File: src/rtl/irq_ctrl_defines.svh
// Purpose: Constants for the contactless command and interrupt controller.
// Assumes: Register index times four gives the byte address on AHB-Lite.
// Notes: Behaviour list follows.
// Behaviour
// - Code 011 starts a transceive cycle
// - Transceive sends if initiator, else listens
// - Transceive never ends by itself
// - Code 100 keeps stored command unchanged
// - Code 101 sends and listens together
// - Code 110 sends random bits endlessly
// - Enable bits 16..0 gate flags, reset zero
// - Enable bits 19..17 read-only, fixed one
// - Timer flags at status bits 13..11
// - Card detect 19, fail 18, error 17, temperature 16
// - Subcarrier 15, frame start 14, tx 1, rx 0
// - Field fault 10, own on/off 9/8, external 7/6
// - State change 5, card 4, modulation 3, idle 2
// - Code 000 stops everything, returns idle
// - Sequence select: one 15-bit, zero 9-bit
// - Writing one to clear register clears flag
`ifndef IRQ_CTRL_DEFINES_SVH
`define IRQ_CTRL_DEFINES_SVH

// Register indices; byte address is four times the index
`define IDX_CONTROL     4'h0
`define IDX_ENABLE      4'h1
`define IDX_STATUS      4'h2
`define IDX_CLEAR       4'h3

// Control register fields
`define CMD_LSB         0
`define CMD_MSB         2
`define START_SEND_BIT  3
`define SEQ_SEL_BIT     5
`define INITIATOR_BIT   7

// Command codes
`define CMD_HALT        3'h0
`define CMD_TRANSCEIVE  3'h3
`define CMD_RETAIN      3'h4
`define CMD_ECHO        3'h5
`define CMD_RANDOM      3'h6
`define CMD_RESET       3'h1

// Flag layout
`define FLAG_COUNT      20
`define EN_RW_COUNT     17
`define EN_FIXED        3'h7
`define BIT_STATE_CHG   5
`define BIT_IDLE        2
`define BIT_TX_END      1
`define BIT_RX_END      0

// Random sequence generator
`define LFSR_WIDTH      15
`define LFSR_SEED       15'h0001

`endif

File: src/rtl/irq_ctrl_pkg.sv
// Purpose: Types shared by the command and interrupt controller.
// Assumes: Constants come from the defines header.
// Notes: All controller state is one packed struct.
`include "irq_ctrl_defines.svh"

package irq_ctrl_pkg;

	typedef enum logic [2:0] {
		st_idle,
		st_send,
		st_listen,
		st_echo,
		st_random
	} fsm_state_t;

	typedef struct packed {
		logic                     wr_pend;
		logic [3:0]               wr_idx;
		logic [31:0]              rdata;
		logic [2:0]               command;
		logic                     start_send;
		logic                     seq_sel;
		logic                     initiator;
		logic [`EN_RW_COUNT-1:0]  enable;
		logic [`FLAG_COUNT-1:0]   status;
		fsm_state_t               fsm;
		logic [`LFSR_WIDTH-1:0]   lfsr;
	} core_t;

endpackage

File: src/rtl/contactless_cmd_irq_ctrl.sv
// Purpose: AHB-Lite slave holding the command, enable, status and clear registers.
// Assumes: Event inputs are one-cycle pulses synchronous to hclk.
// Notes: Zero wait states; every answer is OKAY; unmapped words read zero.
//
// Our own choice: the AHB-Lite interface to the registers.
`include "irq_ctrl_defines.svh"
`timescale 1ns/1ps
`default_nettype none

module contactless_cmd_irq_ctrl #(
	parameter int DECODE_BITS = 4
) (
	input  wire logic                    hclk,
	input  wire logic                    hresetn,
	input  wire logic                    hsel,
	input  wire logic [31:0]             haddr,
	input  wire logic [1:0]              htrans,
	input  wire logic                    hwrite,
	input  wire logic [2:0]              hsize,
	input  wire logic [31:0]             hwdata,
	input  wire logic                    hready,
	output logic                         hreadyout,
	output logic                         hresp,
	output logic [31:0]                  hrdata,
	input  wire logic [`FLAG_COUNT-1:0]  ext_event,
	output logic                         tx_active,
	output logic                         rx_enable,
	output logic                         prbs_data,
	output logic                         irq
);
	import irq_ctrl_pkg::*;

	// Four index bits are the least that reach the clear register
	if (DECODE_BITS < 4 || DECODE_BITS > 30) begin : g_bad_decode
		$error("DECODE_BITS out of range");
	end

	// Address bits above the index that must be zero for a mapped word
	localparam logic [25:0] HI_MASK = (26'h1 << (DECODE_BITS - 4)) - 26'h1;

	irq_ctrl_pkg::core_t  cur;
	irq_ctrl_pkg::core_t  next_cur;
	logic                 take;
	logic                 wr_ctrl;
	logic                 wr_clear;
	logic [2:0]           new_code;
	logic [`FLAG_COUNT-1:0] src_event;
	logic [`FLAG_COUNT-1:0] clear_mask;
	logic [`FLAG_COUNT-1:0] next_status;
	logic [`FLAG_COUNT-1:0] eff_enable;
	logic                 unmapped;

	// Address phase is taken only for an active transfer while the bus is ready
	assign take = hsel && hready && htrans[1];
	assign unmapped = |(haddr[31:6] & HI_MASK);
	assign wr_ctrl = cur.wr_pend && (cur.wr_idx == `IDX_CONTROL);
	assign wr_clear = cur.wr_pend && (cur.wr_idx == `IDX_CLEAR);
	assign new_code = hwdata[`CMD_MSB:`CMD_LSB];
	assign clear_mask = wr_clear ? hwdata[`FLAG_COUNT-1:0] : '0;

	// Card detect, program fail and general error always reach the pin
	assign eff_enable = {`EN_FIXED, cur.enable};

	// Pin events; state machine events are added later to avoid a loop through next_cur
	assign src_event = ext_event;

	// Sticky flags; an event in the cycle of its clear still sets the flag
	// Each input position lands on the same status bit
	genvar gi;
	generate
		for (gi = 0; gi < `FLAG_COUNT; gi++) begin : g_flag
			assign next_status[gi] = src_event[gi] ||
				(cur.status[gi] && !clear_mask[gi]);
		end
	endgenerate

	// Next state of registers, command machine and sequence generator
	always_comb begin
		next_cur = cur;
		next_cur.wr_pend = 1'b0;
		// Register write commits during its data phase
		if (wr_ctrl) begin
			next_cur.start_send = hwdata[`START_SEND_BIT];
			next_cur.seq_sel = hwdata[`SEQ_SEL_BIT];
			next_cur.initiator = hwdata[`INITIATOR_BIT];
			unique case (new_code)
				`CMD_HALT: begin
					next_cur.command = new_code;
					next_cur.fsm = st_idle;
				end
				`CMD_TRANSCEIVE: begin
					next_cur.command = new_code;
					next_cur.fsm = hwdata[`INITIATOR_BIT] ? st_send : st_listen;
				end
				`CMD_ECHO: begin
					next_cur.command = new_code;
					next_cur.fsm = st_echo;
				end
				`CMD_RANDOM: begin
					next_cur.command = new_code;
					next_cur.fsm = st_random;
					next_cur.lfsr = `LFSR_SEED;
				end
				// Retain and unassigned codes leave the command as it is
				default: begin
					next_cur.command = cur.command;
				end
			endcase
		end else begin
			// Transceive only moves from sending to listening, never out
			if (cur.fsm == st_send && ext_event[`BIT_TX_END]) begin
				next_cur.fsm = st_listen;
			end
		end
		if (cur.wr_pend && cur.wr_idx == `IDX_ENABLE) begin
			next_cur.enable = hwdata[`EN_RW_COUNT-1:0];
		end
		next_cur.status = next_status;
		// Internal events from the state register; set wins over a clear
		if (next_cur.fsm != cur.fsm) begin
			next_cur.status[`BIT_STATE_CHG] = 1'b1;
		end
		if (next_cur.fsm == st_idle && cur.fsm != st_idle) begin
			next_cur.status[`BIT_IDLE] = 1'b1;
		end
		// Random sequence steps every clock without a control write while transmitting endlessly
		if (cur.fsm == st_random && !wr_ctrl) begin
			if (cur.seq_sel) begin
				next_cur.lfsr = {cur.lfsr[13:0], cur.lfsr[14] ^ cur.lfsr[13]};
			end else begin
				next_cur.lfsr = {6'h00, cur.lfsr[7:0], cur.lfsr[8] ^ cur.lfsr[4]};
			end
		end
		// Address phase: latch index and prepare read data from the updated copy
		if (take) begin
			next_cur.wr_pend = hwrite && !unmapped;
			next_cur.wr_idx = haddr[5:2];
			next_cur.rdata = 32'h0000_0000;
			if (!hwrite && !unmapped) begin
				unique case (haddr[5:2])
					`IDX_CONTROL: begin
						next_cur.rdata[`CMD_MSB:`CMD_LSB] = next_cur.command;
						next_cur.rdata[`START_SEND_BIT] = next_cur.start_send;
						next_cur.rdata[`SEQ_SEL_BIT] = next_cur.seq_sel;
						next_cur.rdata[`INITIATOR_BIT] = next_cur.initiator;
					end
					`IDX_ENABLE: begin
						next_cur.rdata[`FLAG_COUNT-1:0] = {`EN_FIXED, next_cur.enable};
					end
					`IDX_STATUS: begin
						next_cur.rdata[`FLAG_COUNT-1:0] = next_cur.status;
					end
					default: begin
						next_cur.rdata = 32'h0000_0000;
					end
				endcase
			end
		end
	end

	// Single register stage for all state
	always_ff @(posedge hclk or negedge hresetn) begin
		if (!hresetn) begin
			cur.wr_pend <= 1'b0;
			cur.wr_idx <= 4'h0;
			cur.rdata <= 32'h0000_0000;
			cur.command <= `CMD_RESET;
			cur.start_send <= 1'b0;
			cur.seq_sel <= 1'b0;
			cur.initiator <= 1'b0;
			cur.enable <= '0;
			cur.status <= '0;
			cur.fsm <= st_idle;
			cur.lfsr <= `LFSR_SEED;
		end else begin
			cur <= next_cur;
		end
	end

	// Outputs; hsize is ignored because only whole words are served
	assign hreadyout = 1'b1;
	assign hresp = 1'b0;
	assign hrdata = cur.rdata;
	assign tx_active = (cur.fsm == st_send) || (cur.fsm == st_echo) || (cur.fsm == st_random);
	assign rx_enable = (cur.fsm == st_listen) || (cur.fsm == st_echo);
	assign prbs_data = (cur.fsm == st_random) && cur.lfsr[0];
	assign irq = |(cur.status & eff_enable);

	// Checks
	a_start_transceive: assert property (@(posedge hclk) disable iff (!hresetn)
		wr_ctrl && new_code == `CMD_TRANSCEIVE |=> (cur.command == `CMD_TRANSCEIVE) &&
		(tx_active || rx_enable))
		else $error("transceive not started");

	a_initiator_branch: assert property (@(posedge hclk) disable iff (!hresetn)
		wr_ctrl && new_code == `CMD_TRANSCEIVE |=>
		(tx_active == $past(hwdata[`INITIATOR_BIT])) && (rx_enable != tx_active))
		else $error("transceive branch wrong");

	a_transceive_holds: assert property (@(posedge hclk) disable iff (!hresetn)
		(cur.fsm == st_send || cur.fsm == st_listen) && !wr_ctrl |=>
		(cur.fsm == st_send || cur.fsm == st_listen))
		else $error("transceive left by itself");

	a_keep_command: assert property (@(posedge hclk) disable iff (!hresetn)
		wr_ctrl && new_code == `CMD_RETAIN |=> $stable(cur.command) && $stable(cur.fsm))
		else $error("retain code changed command");

	a_echo_both: assert property (@(posedge hclk) disable iff (!hresetn)
		wr_ctrl && new_code == `CMD_ECHO |=> tx_active && rx_enable)
		else $error("echo mode not both");

	a_random_runs: assert property (@(posedge hclk) disable iff (!hresetn)
		cur.fsm == st_random && !wr_ctrl |=> cur.fsm == st_random && tx_active)
		else $error("random transmission stopped");

	a_halt_idle: assert property (@(posedge hclk) disable iff (!hresetn)
		wr_ctrl && new_code == `CMD_HALT |=> !tx_active && !rx_enable ##0
		cur.status[`BIT_IDLE] || $past(cur.fsm) == st_idle)
		else $error("halt did not idle");

	a_short_sequence: assert property (@(posedge hclk) disable iff (!hresetn)
		cur.fsm == st_random && !cur.seq_sel && !wr_ctrl |=> cur.lfsr[14:9] == 6'h00)
		else $error("short sequence too wide");

	a_fixed_enables: assert property (@(posedge hclk) disable iff (!hresetn)
		|cur.status[19:17] |-> irq)
		else $error("fixed enable not effective");

	a_enable_gates: assert property (@(posedge hclk) disable iff (!hresetn)
		!(|cur.enable) && !(|cur.status[19:17]) |-> !irq)
		else $error("disabled flag drove pin");

	a_irq_level: assert property (@(posedge hclk) disable iff (!hresetn)
		irq == |(cur.status & {`EN_FIXED, cur.enable}))
		else $error("interrupt level wrong");

	a_flag_sets: assert property (@(posedge hclk) disable iff (!hresetn)
		ext_event[11] && ext_event[19] |=> cur.status[11] && cur.status[19])
		else $error("event did not set flag");

	a_clear_works: assert property (@(posedge hclk) disable iff (!hresetn)
		wr_clear && hwdata[16] && !ext_event[16] |=> !cur.status[16])
		else $error("clear ignored");

	a_flag_sticky: assert property (@(posedge hclk) disable iff (!hresetn)
		cur.status[14] && !(wr_clear && hwdata[14]) |=> cur.status[14])
		else $error("flag dropped without clear");

	// Command machine holds its mode until a new command is written
	a_transceive_code: assert property (@(posedge hclk) disable iff (!hresetn)
		cur.fsm == st_send || cur.fsm == st_listen |-> cur.command == `CMD_TRANSCEIVE)
		else $error("transceive state without its command");

	a_send_to_listen: assert property (@(posedge hclk) disable iff (!hresetn)
		cur.fsm == st_send && ext_event[`BIT_TX_END] && !wr_ctrl |=> cur.fsm == st_listen)
		else $error("send did not turn to listen");

	a_listen_stays: assert property (@(posedge hclk) disable iff (!hresetn)
		cur.fsm == st_listen && !wr_ctrl |=> cur.fsm == st_listen)
		else $error("listening ended by itself");

	a_retain_pins: assert property (@(posedge hclk) disable iff (!hresetn)
		wr_ctrl && new_code == `CMD_RETAIN |=> $stable(tx_active) && $stable(rx_enable))
		else $error("retain code moved the pins");

	a_echo_stays: assert property (@(posedge hclk) disable iff (!hresetn)
		cur.fsm == st_echo && !wr_ctrl |=> tx_active && rx_enable)
		else $error("echo mode ended by itself");

	a_random_seed: assert property (@(posedge hclk) disable iff (!hresetn)
		wr_ctrl && new_code == `CMD_RANDOM |=> cur.lfsr == `LFSR_SEED)
		else $error("random mode not reseeded");

	a_random_quiet: assert property (@(posedge hclk) disable iff (!hresetn)
		cur.fsm != st_random |-> !prbs_data)
		else $error("random data outside random mode");

	a_long_sequence: assert property (@(posedge hclk) disable iff (!hresetn)
		cur.fsm == st_random && cur.seq_sel && !wr_ctrl |=>
		cur.lfsr[0] == $past(cur.lfsr[14] ^ cur.lfsr[13]))
		else $error("long sequence taps wrong");

	a_enable_write: assert property (@(posedge hclk) disable iff (!hresetn)
		cur.wr_pend && cur.wr_idx == `IDX_ENABLE |=>
		cur.enable == $past(hwdata[`EN_RW_COUNT-1:0]))
		else $error("enable write lost");

	a_status_readonly: assert property (@(posedge hclk) disable iff (!hresetn)
		cur.wr_pend && cur.wr_idx == `IDX_STATUS && ext_event == '0 |=> $stable(cur.status))
		else $error("status changed by a write");

	a_idle_flag: assert property (@(posedge hclk) disable iff (!hresetn)
		cur.fsm != st_idle ##1 cur.fsm == st_idle |-> cur.status[`BIT_IDLE])
		else $error("idle entry not flagged");

	a_change_flag: assert property (@(posedge hclk) disable iff (!hresetn)
		$changed(cur.fsm) |-> cur.status[`BIT_STATE_CHG])
		else $error("state change not flagged");

	a_set_wins: assert property (@(posedge hclk) disable iff (!hresetn)
		wr_clear && hwdata[0] && ext_event[0] |=> cur.status[0])
		else $error("clear beat a new event");

	a_high_bits_zero: assert property (@(posedge hclk) disable iff (!hresetn)
		hrdata[31:`FLAG_COUNT] == '0)
		else $error("unused read bits not zero");

	c_transceive: cover property (@(posedge hclk) disable iff (!hresetn)
		cur.fsm == st_send ##[1:20] cur.fsm == st_listen);
	c_random: cover property (@(posedge hclk) disable iff (!hresetn)
		cur.fsm == st_random && cur.seq_sel [*4]);
	c_irq_cleared: cover property (@(posedge hclk) disable iff (!hresetn)
		irq ##1 wr_clear ##1 !irq);
	c_set_beats_clear: cover property (@(posedge hclk) disable iff (!hresetn)
		wr_clear && hwdata[0] && ext_event[0]);

endmodule

`default_nettype wire

File: config.mk
export PLATFORM = sky130hd
export DESIGN_NAME = contactless_cmd_irq_ctrl
export DESIGN_NICKNAME = d
export VERILOG_FILES = /design/src/rtl/irq_ctrl_pkg.sv /design/src/rtl/contactless_cmd_irq_ctrl.sv
export VERILOG_INCLUDE_DIRS = /design/src /design/src/rtl
export SDC_FILE = /design/constraint.sdc
export NUM_CORES = 1
export LEC_CHECK = 0
export BUFFER_PORTS_ARGS = -buffer_cell sky130_fd_sc_hd__clkbuf_2
export CORE_MARGIN = 5
export CORE_UTILIZATION = 50
export CTS_CLUSTER_SIZE = 30
export DETAILED_ROUTE_END_ITERATION = 6
export PLACE_DENSITY = 0.82
export SLEW_MARGIN = 20
export SYNTH_ARGS = -nofsm -noshare
export SYNTH_HDL_FRONTEND = slang
export SYNTH_SLANG_ARGS = --single-unit
File: constraint.sdc
create_clock -name hclk -period 3.01 [get_ports hclk]
set_input_delay 0.301 -clock hclk [delete_from_list [all_inputs] [get_ports hclk]]
set_output_delay 0.301 -clock hclk [all_outputs]
set_load 0.01 [all_outputs]
## Word level (Yosys, flattened, before mapping)

Index checks and enable logic that the tools add are counted.

- Register bits: 98
- Input bits: 94
- Output and inout bits: 38
- Logic and storage cells: 131

- Eq/ne operators: 12
- Mux-type cells: 22
- Bitwise operators: 3
- Reductions and logical operators: 83

Operator list:

| operator | count |
|---|---|
| 15-bit two-way mux | 4 |
| 20-bit two-way mux | 2 |
| 37-bit two-way mux | 1 |
| 1-bit logical AND | 29 |
| 12-bit one-hot mux with 2 select lines | 1 |
| 1-bit logical OR | 23 |
| 1-bit logical NOT | 21 |
| 20-bit bitwise AND | 1 |
| 20-bit OR reduction | 1 |
| 17-bit two-way mux | 1 |
| 3-bit one-hot mux with 4 select lines | 1 |
| 4-bit one-hot mux with 3 select lines | 1 |
| 3-bit by 2-bit == test with 1-bit output (second input constant) | 3 |
| 3-bit == test (second input constant) | 3 |
| 3-bit two-way mux | 3 |
| 4-bit by 1-bit == test with 1-bit output (second input constant) | 2 |
| 4-bit by 2-bit == test with 1-bit output (second input constant) | 2 |
| 4-bit logical NOT | 2 |
| 3-bit logical NOT | 2 |
| 6-bit two-way mux | 1 |
| 1-bit one-hot mux with 3 select lines | 2 |
| 1-bit one-hot mux with 2 select lines | 2 |
| 2-bit nonzero test | 2 |
| 4-bit OR reduction | 1 |
| 7 further kinds | 9 |

## Logic depth before layout (Yosys ltp)

Gate-level depths: netlist of the first run.

- Depth in word-level cells: 10
- Depth in mapped cells: 8
- Depth with buffers taken out: 6

## Least setup slack after synthesis of the first run

No wires, ideal clock.

- Path kind: reg-to-reg
- Start: reg cur[96] in the netlist's numbering
- End: reg cur (netlist bit hrdata[3])
- Library setup time: 0.122 ns
- Arrival time: 2.027 ns
- Data required time: 2.888 ns
- Setup slack: 0.862 ns
- Stages on the path, launching flop included: 7
- Buffers on the path: 0
- Clock period less this slack: 2.148 ns
- Cells stage by stage: dfrtp_1 > or3b_4 > nor3b_4 > mux2_2 > a22oi_1 > o21ai_0 > a32o_1

RTL lines:

| what | line | text |
|---|---|---|
| from (decl) | contactless_cmd_irq_ctrl.sv:41 | `irq_ctrl_pkg::core_t cur;` |
| from (signal assigned) | contactless_cmd_irq_ctrl.sv:176 | `cur <= next_cur;` |

==> run metrics, run 1 <==
status finished, violations left; failing checks hold timing; Comb power frac 15.3%; Power Density 573 mW/mm^2; Synth Warn # 0; Die X 103 um; main flop type after synthesis dfrtp_1; initial DRC count 206; hold slack -0.0177 ns; fin util 57.0%; Sw Ratio 26.9%; via count 3,161; FF+latch count, synth 86; first-pass GRT wire length 16.0 mm; largest net degree at the start of global routing 87; gr usage total 19.6%; worst slack, placed 0.454 ns; P_int 1.98 mW; Rows 33; Hold Crit Class input pin to async pin; final net count 527; final count of hold timing violations 13; total power 2.71 mW; clk slew on worst S/H paths 0.09 ns; cts bufs inserted 9; number of global-route vias before repair 3,272; Mean Syn Cell Area 11.2 um^2; reg2reg setup slack 0.45 ns; Setup crit start cur[96]; PnR worst setup slack 0.449 ns; ys async rst share 100%; Critical Path Fanout Max 10; Reg2Reg Launch Point cur[96]; Rel. slew slack 33.4%; Ant. Diodes 0; clk_lat worst skew 0.35 ns; top cells by area, synth dfrtp_1, buf_4, mux2_2; final setup fails 0; gpl congestion 0.834; fraction of layout cells with a size suffix above 1 33.3%; Max Buffers Root-to-Sink 2; Sw Pwr 730 uW; post-synth cell types 62; wire per inst 18.0 um; Die Y 103 um; register area share after synthesis 50.1%; unrepaired setup endpoints after global routing no; # hold bufs at CTS 0; post-route ant nets 0; Setup crit end kind flip-flop; core area 0.00830 mm^2; antenna violations before repair 0; H-tree depth 3; crit path to hrdata[3]; clock network power share 32.1%; CTS root buf clkbuf_8; Worst VDD drop 0.272 mV; clk_skew 0.00934 ns; worst path required time 3.25 ns; hpwl dp 6.84 mm; Leak 2.08 nW; min Tclk post-route 2.56 ns; CTS tree done; DIE AREA 0.0106 mm^2; Flop pwr share 52.6%; vias per cell 5.82; Mapped Area 0.00430 mm^2; Detailed Route WL 9.80 mm; R2R Path End hrdata[3]; Cells after Synth 384; first-pass iteration count of the detailed router 4; max-slew violations 0; TNS Setup 0 ns; # Max-Cap Violations 0; Area Growth Syn to Fin 10.0%; grt ovf 0; port bufs 73; Critical Path Source Type flip-flop; CP Class flip-flop to flip-flop; cell taking the most area after synthesis dfrtp_1; Num Clock Sinks 86; post_cts resized 0; Final Cycle Share 85.1%; Worst EP arrival 2.80 ns; fmax 391 MHz; Slew @ Worst Pin 0.996 ns; Ports 132; post-synth top area share 48.8%; Post-synth EDFFs 0; cell count of the worst reg-to-reg path 6; # fillers 755; Initial Utilization 51.9%; number of setup buffers added after CTS 0; DRC 0
-- worst min-delay path by stage --
stage                     cells past startpoint         start          to
after global placement                        2    hrdata[12]  hrdata[12]
after floorplan                               0       hresetn     cur[10]
after detailed placement                      2    hrdata[16]  hrdata[16]
after CTS                                     3  ext_event[7]     cur[25]
final                                         1       hresetn     cur[15]
after global routing                          1       hresetn      cur[1]
-- worst max-delay path, cell delays in order (launching register included) --
cell and delay (ns):
dfrtp_1 0.42, or3b_4 0.45, nor3b_4 0.53, mux2_2 0.41, a22oi_1 0.20, o21ai_0 0.15, a32o_1 0.28
-- power groups by stage --
| stage | logic, mW | registers [mW] | clock network, mW |
|---|---|---|---|
| after floorplan | 0.328 | 1.41 | 0 |
| after global placement | 0.402 | 1.44 | 0 |
| after detailed placement | 0.415 | 1.44 | 0 |
| after CTS | 0.417 | 1.43 | 0.883 |
| after global routing | 0.463 | 1.45 | 0.934 |
| final | 0.415 | 1.43 | 0.872 |
-- cell type report --
| type | instances | area, um^2 | area share (%) |
|---|---|---|---|
| flip-flops and latches | 86 | 2150 | 45.5 |
| multi-input cells | 249 | 1780 | 37.7 |
| repair buffers | 79 | 417 | 8.80 |
| clock buffers | 12 | 165 | 3.49 |
| well taps | 105 | 131 | 2.77 |
| clock inverters | 4 | 53.8 | 1.14 |
| inverters | 8 | 30.0 | 0.634 |
-- logic make-up after synthesis --
family / share of synthesized area (%)
mux: 7.15
compound gates: 21.6
other cells: 0.174
buf+inv: 9.71
simple gates: 10.1
xor+xnor: 1.22
flops: 50.1
-- metrics by stage --
step / cells / cell area [um^2]
2_1_floorplan: 396 / 4350
3_3_place_gp: 527 / 4510
3_5_place_dp: 527 / 4510
4_1_cts: 543 / 4730
5_1_grt: 543 / 4730
6_report: 543 / 4730
-- placed cells by master (no fill, tap or decap), types with 5 or more instances in the layout --
master and count:
dfrtp_1 84, clkbuf_2 72, nand2_1 40, a22oi_1 18
o21ai_0 15, mux2_2 14, conb_1 14, a22o_1 13
clkbuf_8 12, a21o_1 11, o31ai_1 11, a21o_2 10
nor2_1 10, mux2_4 10, a21oi_1 9, inv_1 8
a32o_1 8, buf_4 6, a221oi_1 5
-- registers in the layout (all words and copies together), names as in the netlist --
signal / count
cur: 66
hrdata: 20
-- metal layers --
layer | wire length (um) | share of wire (%) | global-route usage, %
met4 | 210 | 2.1 | 9.16
met2 | 4690 | 48 | 30.4
met5 | 0 | 0 | 0
met1 | 4270 | 44 | 26.5
met3 | 627 | 6.4 | 3.92
-- Yosys cell counts, types with 4 or more instances --
master and count:
a221oi_1 5, a22oi_1 18, mux2_2 14, o211ai_1 4
a22o_1 13, o21ai_0 15, a21oi_1 9, mux2_4 10
a21o_1 11, buf_2 6, dfrtp_1 84, a32o_1 8
buf_4 37, o31ai_1 11, or2_2 4, nor3_1 4
nor2_1 10, and2_1 4, nand2_1 40, xnor2_1 4
inv_1 8, a21o_2 10, nand3_1 4
Power figures use the tool's default switching activity.
==> run 2, diff against run 1 <==
--- a/config.mk
+++ b/config.mk
@@ -7,11 +7,13 @@
 export NUM_CORES = 1
 export LEC_CHECK = 0
 export BUFFER_PORTS_ARGS = -buffer_cell sky130_fd_sc_hd__clkbuf_2
+export CELL_PAD_IN_SITES_DETAIL_PLACEMENT = 2
+export CELL_PAD_IN_SITES_GLOBAL_PLACEMENT = 2
 export CORE_MARGIN = 5
-export CORE_UTILIZATION = 50
+export CORE_UTILIZATION = 32
 export CTS_CLUSTER_SIZE = 30
 export DETAILED_ROUTE_END_ITERATION = 6
-export PLACE_DENSITY = 0.82
+export PLACE_DENSITY = 0.84
 export SLEW_MARGIN = 20
 export SYNTH_ARGS = -nofsm -noshare
 export SYNTH_HDL_FRONTEND = slang
==> run metrics, run 2 (same netlist as run 1, synthesis figures left out) <==
Ant. Diodes 0; post-route ant nets 0; Ports 132; Post-Layout Cell Count 614; Rows 42; final net count 527; status finished, final reports clean; Crit path max-delay family simple AND/OR/NAND/NOR gates; clk_lat worst skew 0.34 ns; Hold Crit Class input pin to async pin; worst path required time 3.24 ns; port bufs 73; Area Growth Syn to Fin 13.9%; Num Clock Sinks 86; most common cell after layout, fill and taps aside dfrtp_1; gpl congestion 0.741; TNS Setup 0 ns; Critical Path Source Type flip-flop; Initial Utilization 32.6%; grt ovf 0; core area 0.0132 mm^2; Register Area 0.00215 mm^2; Slew @ Worst Pin 1.07 ns; Worst VDD drop 0.245 mV; post-placement cell area 0.00460 mm^2; first-pass GRT wire length 20.5 mm; Critical Path, Cell by Cell inv_1 -> or3_1 -> nor2_1 -> a31oi_2 -> a32o_1; design area 0.00490 mm^2; CTS root buf clkbuf_16; cell count of the worst reg-to-reg path 5; DRC 0; Largest Register cur; CP Class flip-flop to flip-flop; unrepaired setup endpoints after global routing no; Power Density 613 mW/mm^2; multi-input combinational cell area 0.00178 mm^2; highest cell delay on the worst timing path 0.83 ns; Detailed Route WL 12.8 mm; cts bufs inserted 9; max reg flops 66; min Tclk post-route 2.57 ns; CP max-delay cell nor2_1; gr usage total 16.3%; # hold bufs at CTS 0; final count of hold timing violations 0; Reg2Reg Launch Point cur[17]; # Max-Cap Violations 0; Post-Place Cells 598; post_cts resized 0; clk slew on worst S/H paths 0.06 ns; Rel. slew slack 28.5%; number of global-route vias before repair 3,779; number of setup buffers added after CTS 0; R2R Path End cur[11]; Max Buffers Root-to-Sink 2; max-slew violations 0; Worst EP arrival 2.79 ns; wire per inst 20.8 um; Critical path buffers and inverters 1; hpwl dp 8.47 mm; reg2reg setup slack 0.44 ns; largest net degree at the start of global routing 87; initial DRC count 195; fmax 389 MHz; H-tree depth 3; via count 3,244; commonest non-fill, non-tap cells in the layout dfrtp_1, clkbuf_2, nand2_1; final setup fails 0; Leak 2.12 nW; clk_skew 0.00606 ns; antenna violations before repair 0; first-pass iteration count of the detailed router 4; # fillers 1,419; Final Cycle Share 85.4%; Critical Path Fanout Max 16; Setup crit end kind flip-flop; fraction of layout cells with a size suffix above 1 33.1%; CTS tree done; DIE AREA 0.0159 mm^2; Die X 126 um; Die Y 126 um; vias per cell 5.28
## run 2: through the flow
step	hold slack, ns	setup WS, ns	power (mW)	util, %
2_1_floorplan	0.00541	0.862	1.74	-
3_3_place_gp	0.464	0.563	1.85	34.9
3_5_place_dp	0.471	0.461	1.88	34.9
4_1_cts	0.142	0.409	3.04	37.1
5_1_grt	0.0981	0.216	3.15	37.2
6_report	0.00216	0.441	3.00	37.2
## run 2: area by class of cell
| class | count | share of cell area, % |
|---|---|---|
| sequential | 86 | 43.9 |
| multi-input combinational | 249 | 36.4 |
| timing repair buffer | 79 | 8.50 |
| clock buffer | 11 | 4.95 |
| tap | 176 | 4.49 |
| clock inverter | 5 | 1.15 |
| inverter | 8 | 0.612 |
## run 2: how the worst max path moves through the flow
stage	startpoint	endpoint	slack (ns)	cells after the start
floorplan	cur[96]	hrdata[3]	0.86	6
global placement	cur[96]	hrdata[3]	0.56	6
detailed placement	cur[17]	cur[13]	0.46	5
CTS	cur[17]	cur[11]	0.41	5
global route	cur[17]	cur[11]	0.22	5
finish	cur[17]	cur[11]	0.44	5
## run 2: metal layers
metal | share of wire (%) | GRT usage, % | up-vias
met5 | 0 | 0 | -
met4 | 2.6 | 7.00 | 0
met3 | 3.6 | 2.67 | 21
met2 | 52 | 29.2 | 76
met1 | 42 | 19.3 | 1691
li1 | - | - | 1456
## run 2: where the power goes
group | internal [mW] | total (mW) | switching (mW)
clock | 0.666 | 1.13 | 0.465
sequential | 1.32 | 1.44 | 0.123
combinational | 0.217 | 0.435 | 0.218
## run 2: worst reg2reg max path: cells and delay by family (launching register included)
family | cells | cell delay [ns]
compound gates | 2 | 0.66
buf+inv | 1 | 0.14
flops | 1 | 0.46
simple gates | 2 | 1.21
==> run 3, diff against run 2 <==
--- a/config.mk
+++ b/config.mk
@@ -13,6 +13,7 @@
 export CORE_UTILIZATION = 32
 export CTS_CLUSTER_SIZE = 30
 export DETAILED_ROUTE_END_ITERATION = 6
+export HOLD_SLACK_MARGIN = 0.1
 export PLACE_DENSITY = 0.84
 export SLEW_MARGIN = 20
 export SYNTH_ARGS = -nofsm -noshare
==> run metrics, run 3 (same netlist as run 1, synthesis figures left out) <==
Critical path buffers and inverters 1; core area 0.0132 mm^2; Setup crit end kind flip-flop; antenna violations before repair 0; number of global-route vias before repair 3,779; Rel. slew slack 28.5%; Critical Path, Cell by Cell inv_1 -> or3_1 -> nor2_1 -> a31oi_2 -> a32o_1; status finished, final reports clean; largest net degree at the start of global routing 87; Sw Ratio 26.9%; post_cts resized 0; Post-Layout Cell Count 615; via count 3,240; Largest Register cur; Comb power frac 14.5%; Sw Pwr 808 uW; H-tree depth 3; CTS root buf clkbuf_16; Worst EP arrival 2.80 ns; fmax 389 MHz; min Tclk post-route 2.57 ns; Ports 132; Worst VDD drop 0.245 mV; first-pass GRT wire length 20.5 mm; Leak 2.12 nW; Slew @ Worst Pin 1.07 ns; design area 0.00491 mm^2; multi-input combinational cell area 0.00178 mm^2; Final Cycle Share 85.4%; Num Clock Sinks 86; worst path required time 3.24 ns; Crit path max-delay family simple AND/OR/NAND/NOR gates; clock network power share 37.7%; DIE AREA 0.0159 mm^2; grt ovf 0; Detailed Route WL 12.8 mm; most common cell after layout, fill and taps aside dfrtp_1; clk slew on worst S/H paths 0.06 ns; vias per cell 5.27; cts bufs inserted 9; max reg flops 66; Register Area 0.00215 mm^2; Ant. Diodes 0; Post-Place Cells 598; Initial Utilization 32.6%; Hold Crit Class input pin to flip-flop; max-slew violations 0; number of setup buffers added after CTS 0; post-placement cell area 0.00460 mm^2; CP Class flip-flop to flip-flop; initial DRC count 191; Critical Path Source Type flip-flop; Area Growth Syn to Fin 14.2%; fin util 37.3%; hpwl dp 8.47 mm; clk_skew 0.00620 ns; # fillers 1,421; Rows 42; first-pass iteration count of the detailed router 4; CTS tree done; clk_lat worst skew 0.34 ns; unrepaired setup endpoints after global routing no; gr usage total 16.3%; Critical Path Fanout Max 16; CP max-delay cell nor2_1; commonest non-fill, non-tap cells in the layout dfrtp_1, clkbuf_2, nand2_1; final setup fails 0; highest cell delay on the worst timing path 0.83 ns; DRC 0; wire per inst 20.8 um; post-route ant nets 0; TNS Setup 0 ns; P_int 2.20 mW; Die X 126 um; # Max-Cap Violations 0; gpl congestion 0.741; Max Buffers Root-to-Sink 2; fraction of layout cells with a size suffix above 1 33.0%; Flop pwr share 47.8%; final net count 528; port bufs 73; Die Y 126 um; Power Density 612 mW/mm^2; final count of hold timing violations 0
## run 3: cell count changes in the layout (fill, tap and decap cells not counted)
cell / previous run / this run
dlygate4sd3_1: 0 / 1
## run 3: repair_timing
item | 4_1_cts | 5_1_grt
setup endpoints to repair | 0 | 0
hold endpoints to repair | 0 | 4
hold buffers | 0 | 1
## run 3: cell type report
type / count / area share [%]
clock buffers: 11 / 4.94
inverters: 8 / 0.611
well taps: 176 / 4.48
clock inverters: 5 / 1.15
multi-input cells: 249 / 36.3
repair buffers: 80 / 8.68
flip-flops and latches: 86 / 43.9
## run 3: final timing paths
| path | start | endpoint | slack, ns | cells after the start |
|---|---|---|---|---|
| min in group asynchronous | hresetn | cur[95] | 0.57 | 2 |
| hold / removal | ext_event[8] | cur[26] | 0.15 | 2 |
| setup / recovery | cur[17] | cur[11] | 0.44 | 5 |
| hold reg to reg | hrdata[6] | hrdata[6] | 0.48 | 2 |
| setup reg to reg | cur[17] | cur[11] | 0.44 | 5 |
| max in group asynchronous | hresetn | cur[6] | 1.85 | 2 |
## run 3: worst reg2reg max path: cells and delay by family, from the launching register on
family | cells | cell delay, ns
compound gates | 2 | 0.66
buf+inv | 1 | 0.14
flops | 1 | 0.46
simple gates | 2 | 1.21
## run 3: through the flow
stage	hold WS, ns	total power [mW]	setup slack (ns)
6_report	0.154	3.01	0.439
5_1_grt	0.150	3.15	0.216
4_1_cts	0.142	3.04	0.409
3_5_place_dp	0.471	1.88	0.461
3_3_place_gp	0.464	1.85	0.563
2_1_floorplan	0.00541	1.74	0.862
## run 3: routing by layer
layer  track usage, %  part of all wire [%]  up-vias
li1                 -                     -     1461
met1             19.3                    42     1676
met2             29.2                    52       82
met3             2.67                   3.9       21
met4             7.00                   2.6        0
met5                0                     0        -
## run 3: power groups by stage
stage | Clock [mW] | Combinational [mW] | Sequential (mW)
2_1_floorplan | 0 | 0.328 | 1.41
3_3_place_gp | 0 | 0.412 | 1.44
3_5_place_dp | 0 | 0.430 | 1.45
4_1_cts | 1.16 | 0.443 | 1.44
5_1_grt | 1.21 | 0.480 | 1.46
6_report | 1.13 | 0.436 | 1.44
